==> config.mk <==
export PLATFORM = sky130hd
export DESIGN_NAME = sps_slave
export DESIGN_NICKNAME = d
export VERILOG_FILES = /design/src/sps_pkg.sv /design/src/sps_slave.sv /design/src/sps_sync.sv
export SDC_FILE = /design/constraint.sdc
export NUM_CORES = 1
export LEC_CHECK = 0
export ABC_CLOCK_PERIOD_IN_PS = 4400
export BUFFER_PORTS_ARGS = -buffer_cell sky130_fd_sc_hd__buf_2
export CORE_MARGIN = 4
export CORE_UTILIZATION = 50
export CTS_BUF_LIST = sky130_fd_sc_hd__clkbuf_8
export CTS_CLUSTER_SIZE = 8
export DETAILED_ROUTE_END_ITERATION = 16
export GPL_TIMING_DRIVEN = 0
export PLACE_DENSITY = 0.82
export SLEW_MARGIN = 20
export SYNTH_ARGS = -nofsm -noshare
export SYNTH_HDL_FRONTEND = slang
export SYNTH_HIERARCHICAL = 1
export SYNTH_SLANG_ARGS = --single-unit
==> constraint.sdc <==
create_clock -name clk_sys_i -period 4.4 [get_ports clk_sys_i]
set_input_delay 1.32 -clock clk_sys_i [delete_from_list [all_inputs] [get_ports clk_sys_i]]
set_output_delay 1.32 -clock clk_sys_i [all_outputs]
set_load 0.005 [all_outputs]
==> src/sps_pkg.sv <==
// Constants shared by the serial peripheral port slave.
// Assumes an APB3 master on a 32-bit bus and an 8-bit byte address.
//
// What this block does
// - Shift only on edges the master supplies.
// - One shift register, most significant bit first.
// - Buffer holds transmit byte, then received byte.
// - Eighth bit: load buffer, set full, event.
// - Write while shifting dropped, collision flag sticks.
// - Reading the buffer clears the full flag.
// - Byte into full buffer: overflow, drop, halt.
// - Every transfer sends and receives at once.
// - Enable bit claims pins in slave modes; clear releases them.
// - Enabled slave mode owns data and clock pins.
// - Config bit picks one of two select pins.
// - Idle level bit sets serial clock polarity.
// - Sample phase and output edge are selectable.
// - Mode 0100 uses select, 0101 ignores it.
package sps_pkg;

    // ------------------------------------------------------------
    // Bus geometry
    // ------------------------------------------------------------
    localparam int          SPS_AW       = 8;      // Address bits decoded
    localparam int          SPS_DW       = 32;     // Bus data width

    // ------------------------------------------------------------
    // Register byte offsets
    // ------------------------------------------------------------
    localparam logic [7:0]  SPS_OFS_CTRL = 8'h00;  // serial_port_control
    localparam logic [7:0]  SPS_OFS_CFG  = 8'h04;  // Phase, edge, select pin
    localparam logic [7:0]  SPS_OFS_BUF  = 8'h08;  // port_data_buffer
    localparam logic [7:0]  SPS_OFS_STAT = 8'h0c;  // port_status_register
    localparam logic [7:0]  SPS_OFS_IRQ  = 8'h10;  // Sticky event flags
    localparam logic [7:0]  SPS_OFS_MASK = 8'h14;  // Interrupt mask

    // ------------------------------------------------------------
    // Field positions
    // ------------------------------------------------------------
    localparam int          SPS_CTL_WRITE_COLLISION_FLAG = 7;      // write_collision_flag
    localparam int          SPS_CTL_OVF  = 6;      // receive_overflow_flag
    localparam int          SPS_CTL_EN   = 5;      // port_enable_bit
    localparam int          SPS_CTL_CKP  = 4;      // clock_idle_level
    localparam int          SPS_CFG_SMP  = 0;      // input_sample_phase
    localparam int          SPS_CFG_CKE  = 1;      // Output on trailing edge
    localparam int          SPS_CFG_SEL  = 2;      // select_pin_choice
    localparam int          SPS_ST_BF    = 0;      // buffer_full_flag
    localparam int          SPS_ST_BUSY  = 1;      // Byte in progress
    localparam int          SPS_ST_HALT  = 2;      // Halted by overflow
    localparam int          SPS_IRQ_EVT  = 0;      // port_event_flag
    localparam int          SPS_IRQ_COL  = 1;      // Collision event
    localparam int          SPS_IRQ_OVF  = 2;      // Overflow event

    // ------------------------------------------------------------
    // Mode codes and reset values
    // ------------------------------------------------------------
    localparam logic [3:0]  SPS_MODE_SS_ON  = 4'h4; // Slave, select used
    localparam logic [3:0]  SPS_MODE_SS_OFF = 4'h5; // Slave, select ignored
    localparam logic [7:0]  SPS_RST_CTRL = 8'h00;  // Control reset
    localparam logic [2:0]  SPS_RST_CFG  = 3'h0;   // Config reset
    localparam logic [2:0]  SPS_RST_MASK = 3'h0;   // Mask reset
    localparam logic [7:0]  SPS_RST_BUF  = 8'h00;  // Buffer reset

endpackage

==> src/sps_slave.sv <==
// Serial peripheral port, slave role, with APB register access.
// Assumes an external master drives the serial clock and select;
// the serial clock is sampled by clk_sys_i and must be much slower.
//
// The register offsets and register access over APB were decided locally.
`timescale 1ns/1ps
module sps_slave (
    // Clock and reset
    input  wire logic                       clk_sys_i,
    input  wire logic                       rst_b_i,
    // APB slave
    input  wire logic                       psel_i,
    input  wire logic                       penable_i,
    input  wire logic                       pwrite_i,
    input  wire logic [sps_pkg::SPS_AW-1:0] paddr_i,
    input  wire logic [sps_pkg::SPS_DW-1:0] pwdata_i,
    output logic      [sps_pkg::SPS_DW-1:0] prdata_o,
    output logic                            pready_o,
    output logic                            pslverr_o,
    // Serial link pins
    input  wire logic                       sck_i,
    input  wire logic                       sdi_i,
    input  wire logic                       ss_a_b_i,
    input  wire logic                       ss_b_b_i,
    output logic                            sdo_o,
    output logic                            sdo_oe_o,
    output logic                            port_owns_pins_o,
    // Interrupt
    output logic                            irq_o
);
    import sps_pkg::*;

    // ------------------------------------------------------------
    // Types and state
    // ------------------------------------------------------------
    typedef enum logic [1:0] {
        SPS_OFF,                            // Port disabled
        SPS_IDLE,                           // Waiting for first edge
        SPS_SHIFT,                          // Byte in progress
        SPS_HALT                            // Stopped by overflow
    } sps_state_t;

    sps_state_t state;                      // Link state
    logic [3:0] pin_raw;                    // Raw pin levels
    logic [3:0] pin_s;                      // Synchronised pin levels
    logic       sck_s;                      // Serial clock, synced
    logic       sdi_s;                      // Serial data in, synced
    logic       sck_d;                      // Clock one cycle later
    logic       rise;                       // Clock rising edge
    logic       fall;                       // Clock falling edge
    logic       lead;                       // Idle to active edge
    logic       trail;                      // Active to idle edge
    logic       out_edge;                   // Edge that moves output
    logic       samp_edge;                  // Edge that samples input

    // Control registers
    logic       write_collision_flag;                       // write_collision_flag
    logic       ovf;                        // receive_overflow_flag
    logic       en;                         // port_enable_bit
    logic       clock_idle_level;                        // clock_idle_level
    logic [3:0] mode;                       // port_mode_field
    logic       input_sample_phase;                        // input_sample_phase
    logic       cke;                        // Output on trailing edge
    logic       sel;                        // select_pin_choice
    logic [2:0] irq_st;                     // Sticky event flags
    logic [2:0] irq_mask;                   // Interrupt mask

    // Data path
    logic [7:0] port_shift_register;        // Shared shift register
    logic [7:0] port_data_buffer;           // Buffer register
    logic       bf;                         // buffer_full_flag
    logic [2:0] cnt;                        // Bits sampled so far
    logic       out_bit;                    // Bit on the data output

    // Decoded control
    logic       slave_mode;                 // Mode is a slave code
    logic       active;                     // Enabled in slave mode
    logic       ss_use;                     // Select input honoured
    logic       ss_b;                       // Chosen select, low active
    logic       deselected;                 // Select honoured and high
    logic       edge_ok;                    // Edges may act now
    logic       samp_take;                  // Sample this cycle
    logic       out_take;                   // Move output this cycle
    logic       done;                       // Eighth bit sampled
    logic       ovf_set;                    // Byte met a full buffer

    // Bus decode
    logic       acc_start;                  // First access cycle
    logic       acc_done;                   // Completing access cycle
    logic       wr;                         // Write takes effect
    logic       rd;                         // Read completes
    logic       hit_ctrl;                   // Control selected
    logic       hit_cfg;                    // Config selected
    logic       hit_buf;                    // Buffer selected
    logic       hit_stat;                   // Status selected
    logic       hit_irq;                    // Event flags selected
    logic       hit_mask;                   // Mask selected
    logic       mapped;                     // Any register selected
    logic       buf_wr;                     // Buffer write accepted
    logic       collide;                    // Buffer write refused
    logic [7:0] rx_byte;                    // Byte just completed
    logic [SPS_DW-1:0] rdata;               // Read mux output

    // ------------------------------------------------------------
    // Pin synchronisers
    // ------------------------------------------------------------
    assign pin_raw = {ss_b_b_i, ss_a_b_i, sdi_i, sck_i};

    sps_sync #(
        .WIDTH (4)
    ) u_sync (
        .clk_sys_i (clk_sys_i),
        .rst_b_i   (rst_b_i),
        .d_i       (pin_raw),
        .q_o       (pin_s)
    );

    assign sck_s = pin_s[0];
    assign sdi_s = pin_s[1];

    // Delayed clock for edge detection
    always_ff @(posedge clk_sys_i or negedge rst_b_i)
    begin
        if (!rst_b_i)
            sck_d <= 1'b0;
        else
            sck_d <= sck_s;
    end

    // ------------------------------------------------------------
    // Edge and mode decode
    // ------------------------------------------------------------
    assign rise       = sck_s & ~sck_d;
    assign fall       = ~sck_s & sck_d;
    assign lead       = clock_idle_level ? fall : rise;
    assign trail      = clock_idle_level ? rise : fall;
    assign out_edge   = cke ? trail : lead;
    assign samp_edge  = input_sample_phase ? out_edge : (cke ? lead : trail);

    assign slave_mode = (mode == SPS_MODE_SS_ON) || (mode == SPS_MODE_SS_OFF);
    assign active     = en & slave_mode;
    assign ss_use     = (mode == SPS_MODE_SS_ON);
    assign ss_b       = sel ? pin_s[3] : pin_s[2];
    assign deselected = ss_use & ss_b;

    // Edges act only in idle or shift and while selected
    assign edge_ok    = ((state == SPS_IDLE) || (state == SPS_SHIFT)) & ~deselected;
    assign samp_take  = edge_ok & samp_edge;
    assign out_take   = edge_ok & out_edge;
    assign done       = samp_take & (cnt == 3'h7);
    assign ovf_set    = done & bf;
    assign rx_byte    = {port_shift_register[6:0], sdi_s};

    // ------------------------------------------------------------
    // APB decode
    // ------------------------------------------------------------
    assign acc_start = psel_i & penable_i & ~pready_o;
    assign acc_done  = psel_i & penable_i & pready_o;
    assign wr        = acc_done & pwrite_i;
    assign rd        = acc_done & ~pwrite_i;
    assign hit_ctrl  = (paddr_i == SPS_OFS_CTRL);
    assign hit_cfg   = (paddr_i == SPS_OFS_CFG);
    assign hit_buf   = (paddr_i == SPS_OFS_BUF);
    assign hit_stat  = (paddr_i == SPS_OFS_STAT);
    assign hit_irq   = (paddr_i == SPS_OFS_IRQ);
    assign hit_mask  = (paddr_i == SPS_OFS_MASK);
    assign mapped    = hit_ctrl | hit_cfg | hit_buf | hit_stat | hit_irq | hit_mask;

    // Buffer writes refused while a byte is shifting
    assign collide   = wr & hit_buf & (state == SPS_SHIFT);
    assign buf_wr    = wr & hit_buf & (state != SPS_SHIFT);

    // Read data mux
    always_comb
    begin
        rdata = '0;
        case (1'b1)
            hit_ctrl: rdata[7:0] = {write_collision_flag, ovf, en, clock_idle_level, mode};
            hit_cfg:  rdata[2:0] = {sel, cke, input_sample_phase};
            hit_buf:  rdata[7:0] = port_data_buffer;
            hit_stat:
            begin
                rdata[SPS_ST_BF]   = bf;
                rdata[SPS_ST_BUSY] = (state == SPS_SHIFT);
                rdata[SPS_ST_HALT] = (state == SPS_HALT);
            end
            hit_irq:  rdata[2:0] = irq_st;
            hit_mask: rdata[2:0] = irq_mask;
            default:  rdata = '0;
        endcase
    end

    // Bus answer, one wait cycle
    always_ff @(posedge clk_sys_i or negedge rst_b_i)
    begin
        if (!rst_b_i)
        begin
            pready_o  <= 1'b0;
            pslverr_o <= 1'b0;
            prdata_o  <= '0;
        end
        else
        begin
            pready_o  <= acc_start;
            pslverr_o <= acc_start & ~mapped;
            prdata_o  <= (acc_start & ~pwrite_i) ? rdata : '0;
        end
    end

    // ------------------------------------------------------------
    // Control and configuration registers
    // ------------------------------------------------------------
    // Enable, idle level and mode
    always_ff @(posedge clk_sys_i or negedge rst_b_i)
    begin
        if (!rst_b_i)
        begin
            en   <= SPS_RST_CTRL[SPS_CTL_EN];
            clock_idle_level  <= SPS_RST_CTRL[SPS_CTL_CKP];
            mode <= SPS_RST_CTRL[3:0];
        end
        else if (wr & hit_ctrl)
        begin
            en   <= pwdata_i[SPS_CTL_EN];
            clock_idle_level  <= pwdata_i[SPS_CTL_CKP];
            mode <= pwdata_i[3:0];
        end
    end

    // Collision flag: set wins, software writes zero to clear
    always_ff @(posedge clk_sys_i or negedge rst_b_i)
    begin
        if (!rst_b_i)
            write_collision_flag <= SPS_RST_CTRL[SPS_CTL_WRITE_COLLISION_FLAG];
        else if (collide)
            write_collision_flag <= 1'b1;
        else if (wr & hit_ctrl)
            write_collision_flag <= write_collision_flag & pwdata_i[SPS_CTL_WRITE_COLLISION_FLAG];
    end

    // Overflow flag: set wins, software writes zero to clear
    always_ff @(posedge clk_sys_i or negedge rst_b_i)
    begin
        if (!rst_b_i)
            ovf <= SPS_RST_CTRL[SPS_CTL_OVF];
        else if (ovf_set)
            ovf <= 1'b1;
        else if (wr & hit_ctrl)
            ovf <= ovf & pwdata_i[SPS_CTL_OVF];
    end

    // Phase, output edge and select pin choice
    always_ff @(posedge clk_sys_i or negedge rst_b_i)
    begin
        if (!rst_b_i)
            {sel, cke, input_sample_phase} <= SPS_RST_CFG;
        else if (wr & hit_cfg)
        begin
            input_sample_phase <= pwdata_i[SPS_CFG_SMP];
            cke <= pwdata_i[SPS_CFG_CKE];
            sel <= pwdata_i[SPS_CFG_SEL];
        end
    end

    // ------------------------------------------------------------
    // Link state machine
    // ------------------------------------------------------------
    always_ff @(posedge clk_sys_i or negedge rst_b_i)
    begin
        if (!rst_b_i)
            state <= SPS_OFF;
        else if (!active)
            state <= SPS_OFF;
        else
        begin
            case (state)
                SPS_OFF:
                    state <= SPS_IDLE;
                SPS_IDLE:
                    // First master edge opens a byte
                    if (samp_take | out_take)
                        state <= SPS_SHIFT;
                SPS_SHIFT:
                    if (deselected)
                        state <= SPS_IDLE;
                    else if (ovf_set)
                        state <= SPS_HALT;
                    else if (done)
                        state <= SPS_IDLE;
                SPS_HALT:
                    // Resume once overflow is cleared
                    if (!ovf)
                        state <= SPS_IDLE;
                default:
                    state <= SPS_OFF;
            endcase
        end
    end

    // Bit counter, cleared whenever edges may not act
    always_ff @(posedge clk_sys_i or negedge rst_b_i)
    begin
        if (!rst_b_i)
            cnt <= 3'h0;
        else if (!edge_ok)
            cnt <= 3'h0;
        else if (samp_take)
            cnt <= cnt + 3'h1;
    end

    // ------------------------------------------------------------
    // Shift register and output bit
    // ------------------------------------------------------------
    // Loaded by buffer write, shifts in at sample edges
    always_ff @(posedge clk_sys_i or negedge rst_b_i)
    begin
        if (!rst_b_i)
            port_shift_register <= SPS_RST_BUF;
        else if (buf_wr)
            port_shift_register <= pwdata_i[7:0];
        else if (samp_take)
            port_shift_register <= rx_byte;
    end

    // Output bit moves at output edges, top bit first
    always_ff @(posedge clk_sys_i or negedge rst_b_i)
    begin
        if (!rst_b_i)
            out_bit <= 1'b0;
        else if (buf_wr)
            out_bit <= pwdata_i[7];
        else if (out_take)
            out_bit <= samp_take ? port_shift_register[6]
                                 : port_shift_register[7];
    end

    // ------------------------------------------------------------
    // Buffer register and full flag
    // ------------------------------------------------------------
    // Holds transmit byte until a received byte replaces it
    always_ff @(posedge clk_sys_i or negedge rst_b_i)
    begin
        if (!rst_b_i)
            port_data_buffer <= SPS_RST_BUF;
        else if (done & ~bf)
            port_data_buffer <= rx_byte;
        else if (buf_wr)
            port_data_buffer <= pwdata_i[7:0];
    end

    // Full flag: completion wins over a read in the same cycle
    always_ff @(posedge clk_sys_i or negedge rst_b_i)
    begin
        if (!rst_b_i)
            bf <= 1'b0;
        else if (done)
            bf <= 1'b1;
        else if (rd & hit_buf)
            bf <= 1'b0;
    end

    // ------------------------------------------------------------
    // Interrupt flags, mask and output
    // ------------------------------------------------------------
    // Sticky events, write one to clear, set wins
    always_ff @(posedge clk_sys_i or negedge rst_b_i)
    begin
        if (!rst_b_i)
            irq_st <= 3'h0;
        else
            irq_st <= (irq_st & ~((wr & hit_irq) ? pwdata_i[2:0] : 3'h0))
                    | {ovf_set, collide, done};
    end

    // Mask register
    always_ff @(posedge clk_sys_i or negedge rst_b_i)
    begin
        if (!rst_b_i)
            irq_mask <= SPS_RST_MASK;
        else if (wr & hit_mask)
            irq_mask <= pwdata_i[2:0];
    end

    // Level interrupt while any unmasked flag is set
    always_ff @(posedge clk_sys_i or negedge rst_b_i)
    begin
        if (!rst_b_i)
            irq_o <= 1'b0;
        else
            irq_o <= |(irq_st & irq_mask);
    end

    // ------------------------------------------------------------
    // Pin ownership and data output
    // ------------------------------------------------------------
    // Claim pins while enabled in slave mode; drive output unless select is honoured and high
    always_ff @(posedge clk_sys_i or negedge rst_b_i)
    begin
        if (!rst_b_i)
        begin
            port_owns_pins_o <= 1'b0;
            sdo_oe_o         <= 1'b0;
        end
        else
        begin
            port_owns_pins_o <= active;
            sdo_oe_o         <= active & ~deselected;
        end
    end

    // Data output straight from the output bit flop
    assign sdo_o = out_bit;

endmodule

==> src/sps_sync.sv <==
// Two-stage synchroniser for a group of pin inputs.
// Assumes inputs are asynchronous levels; only the second stage is read.
`timescale 1ns/1ps
module sps_sync #(
    parameter int WIDTH = 4
) (
    // Clock and reset
    input  wire logic             clk_sys_i,
    input  wire logic             rst_b_i,
    // Raw and synchronised levels
    input  wire logic [WIDTH-1:0] d_i,
    output logic      [WIDTH-1:0] q_o
);

    // ------------------------------------------------------------
    // One flop pair per input bit
    // ------------------------------------------------------------
    genvar g;
    generate
        for (g = 0; g < WIDTH; g++)
        begin : g_bit
            logic meta;                     // First stage, read by q only

            // Two flops in series
            always_ff @(posedge clk_sys_i or negedge rst_b_i)
            begin
                if (!rst_b_i)
                begin
                    meta   <= 1'b0;
                    q_o[g] <= 1'b0;
                end
                else
                begin
                    meta   <= d_i[g];
                    q_o[g] <= meta;
                end
            end
        end
    endgenerate

endmodule

==> impl_metrics.yaml <==
detailed_routing:
  wl_um: 6570
  route.met2.wl_um: 3250
  drt_iter0_drc: 119
  wl_met1_um: 2720
  routed_via_density: 5.33
  ant_nets: 0
  drc: 0
  num_vias: 2328
  top_layer: "met4"
  dr.pass1.iters: 4
  wl_per_cell_um: 15.0
  route.met3.wl_um: 484
placement:
  hpwl_um: 4840
  io_buffers: 37
  gp_congestion: 0.818
synthesis:
  synth_seq_cells: 62
  post_synth.cell_area_avg_sq_um: 10.8
  netlist_top_cells_area: "dfrtp_1 50%, buf_4 5.8%, mux2i_1 5.5%"
  synthCells: 286
  yosysSeqAreaShare: 0.500
  syn_area_sq_um: 3100
  yosysTopAreaCellShare: 0.500
  ys_top_cells_by_count: "62 x dfrtp_1, 27 x nor2_1, 24 x buf_4, 23 x nand2_1, 17 x mux2i_1"
  synth_ff_type: "dfrtp_1"
  synth_cell_types: 51
  yosysMostFrequentCell: "dfrtp_1"
  ys_warn_count: 6
  async_reset_ff_frac: 1.00
  synth_edf_count: 0
  synth_top_area_cell: "dfrtp_1"
grt:
  antenna_found_initial: 0
  grt_max_degree: 63
  grt_pass1_vias: 2221
  overflow: 0
  grt_pass1_wl_um: 10800
  grt_util_all_layers: 0.186
layout:
  fin_nets: 412
  multi_input_area_sq_um: 1370
  area_delta_synth_final_pct: 18.6
  fillerInstances: 488
  finalCoreUtilization: 0.618
  n_antenna_cell: 0
  layout-drive-gt1-share: 0.287
  seq_area_sq_um: 1550
floorplan:
  die_w_um: 86.8
  num_rows: 28
  die_y_um: 86.8
  initial_utilization: 0.521
  core-area_sq_um: 5960
  dieArea_sq_um: 7530
  io_pins: 87
critical_path:
  path_cells: "buf_2, nor4_1, and4b_1, buf_2, nor3b_2, buf_2, nand2_1, a31oi_1"
  crit_fanout: 10
  r2r-start: "input_sample_phase$_DFFE_PN0P_"
  criticalPathCategory: "in -> reg"
  r2r_slack_ps: 2240
  slowest_delay_ps: 430
  critical_path_arrival_ps: 3210
  cp_data_required_time_ps: 4660
  r2r_cells: 5
  cp_common_cell: "buf_2"
  worstReg2RegEnd: "sdo_o$_DFFE_PN0P_"
  end_kind: "flop"
  cp_slowest_cell: "nor3b_2"
  crit_path_start_kind: "input pin"
power_and_ir_drop:
  powerDensity_nw_per_um2: 319
  p_seq_frac: 0.495
  clock_power_share: 0.444
  switching_share: 0.233
  vdd_drop_max_v: 0.000187
  p_int_uw: 899
  switchingPower_uw: 273
  p_comb_frac: 0.061
  leakage_nw: 1.85
cts:
  cts-resized-gates: 0
  clockBufferDepth: 2
  cts_root_buf: "clkbuf_8"
  cts_setup_buffers: 0
  numCtsBuffers: 9
  cts_tree: "yes"
  ctsHtreeMaxLevel: 3
  path_clk_slew_ps: 70
  cts.sinks: 62
  clock_latency_ps: 340
  ctsHoldBuffers: 0
min_path:
  worstHoldStart: "u_sync/g_bit[2].meta$_DFF_PN0_"
  whs_path_depth: 0
  worstHoldEndpoint: "u_sync/q_o[2]$_DFF_PN0_"
  hold_class: "reg -> reg"
sta:
  clock.fmax_mhz: 340
  finalSetupTns_ps: 0
  tightest_slew_ps: 1010
  period_needed_ps: 2940
  rsz0062_at_grt: "no"
  drv_slew: 0
  hold_violations: 0
  fin_crit_sh: 0.669
  finClkSkew_ps: 4.62
  setup_viol: 0
  slew_headroom: 0.319
outcome:
  status: "complete, no violations"
flow_run:
  maxCapViolCount: 0
[how the worst max path moves through the flow]
stage	from	to	slack, ps	cells past startpoint
floorplan	paddr_i[0]	clock_idle_level$_DFFE_PN0P_	1590	4
global placement	paddr_i[0]	sdo_o$_DFFE_PN0P_	1170	8
detailed placement	paddr_i[0]	port_data_buffer[0]$_DFFE_PN0P_	1130	8
CTS	paddr_i[0]	port_data_buffer[0]$_DFFE_PN0P_	1500	8
global route	paddr_i[0]	port_data_buffer[0]$_DFFE_PN0P_	1300	8
finish	paddr_i[0]	port_data_buffer[4]$_DFFE_PN0P_	1460	8
[flip-flops by register name, summed over array words and instances, names as in the netlist, 2 cells and up]
name / flops
state: 2
u_sync/g_bit.meta: 4
prdata_o: 8
port_shift_register: 8
irq_st: 3
port_data_buffer: 8
cnt: 3
u_sync/q_o: 4
mode: 4
irq_mask: 3
[cell usage in the layout (no fill, tap or decap), types with 3 or more instances in the layout]
cell / synthesis / final
dfrtp_1: 62 / 62
buf_2: 5 / 41
nor2_1: 27 / 27
buf_4: 24 / 25
conb_1: 1 / 24
nand2_1: 23 / 23
mux2i_1: 17 / 17
nand2b_1: 15 / 15
mux2_2: 13 / 13
inv_1: 12 / 12
o21ai_0: 11 / 11
clkbuf_8: 0 / 11
a31oi_1: 9 / 9
ha_1: 6 / 6
a22oi_1: 5 / 5
a21o_1: 4 / 4
a21oi_1: 4 / 4
clkbuf_1: 3 / 3
nand3_1: 3 / 3
clkinvlp_4: 0 / 3
[worst max-delay path, delay by kind of cell]
kind	cells	cell delay [ps]
AO/OA/AOI/OAI	1	180
AND/OR/NAND/NOR	4	1110
buffers and inverters	3	590
[area by class of cell]
cell class / count / share of cell area
clock buffer: 11 / 0.0412
buffer: 33 / 0.0599
timing repair buffer: 37 / 0.0510
multi-input combinational: 202 / 0.373
tap: 75 / 0.0255
inverter: 12 / 0.0122
clock inverter: 5 / 0.0156
sequential: 62 / 0.422
[power by group through the flow]
stage          sequential (mW)  clock (mW)  combinational, mW
6_report                 0.580       0.521             0.0715
5_1_grt                  0.580       0.554             0.0801
4_1_cts                  0.580       0.530             0.0715
3_5_place_dp             0.591           0             0.0714
3_3_place_gp             0.591           0             0.0697
2_1_floorplan            0.590           0             0.0399
[through the flow]
stage	area (sq um)	power, mW	hold WS [ps]	worst slack (ps)	std cells
3_3_place_gp	3470	0.660	333	1170	421
3_5_place_dp	3470	0.662	335	1130	421
2_1_floorplan	3190	0.630	331	1590	309
4_1_cts	3680	1.18	351	1500	437
5_1_grt	3680	1.21	355	1300	437
6_report	3680	1.17	349	1460	437
[cells by family after synthesis]
| kind of cell | count (synthesis) | synth area share |
|---|---|---|
| other | 1 | 0.00121 |
| xor gates and xnor gates | 4 | 0.0157 |
| AOI/OAI and AO/OA | 49 | 0.112 |
| DFF | 62 | 0.500 |
| adders and majority gates | 6 | 0.0242 |
| muxes | 31 | 0.109 |
| and+or+nand+nor | 88 | 0.152 |
| buffers and inverters | 45 | 0.0855 |
[routing by layer]
layer | track usage | vias to the layer above
met3 | 0.0428 | 9
met2 | 0.300 | 79
li1 | - | 1093
met5 | 0 | -
met4 | 0.0737 | 0
met1 | 0.244 | 1147
Note: power is estimated with default switching activity, not from simulation.
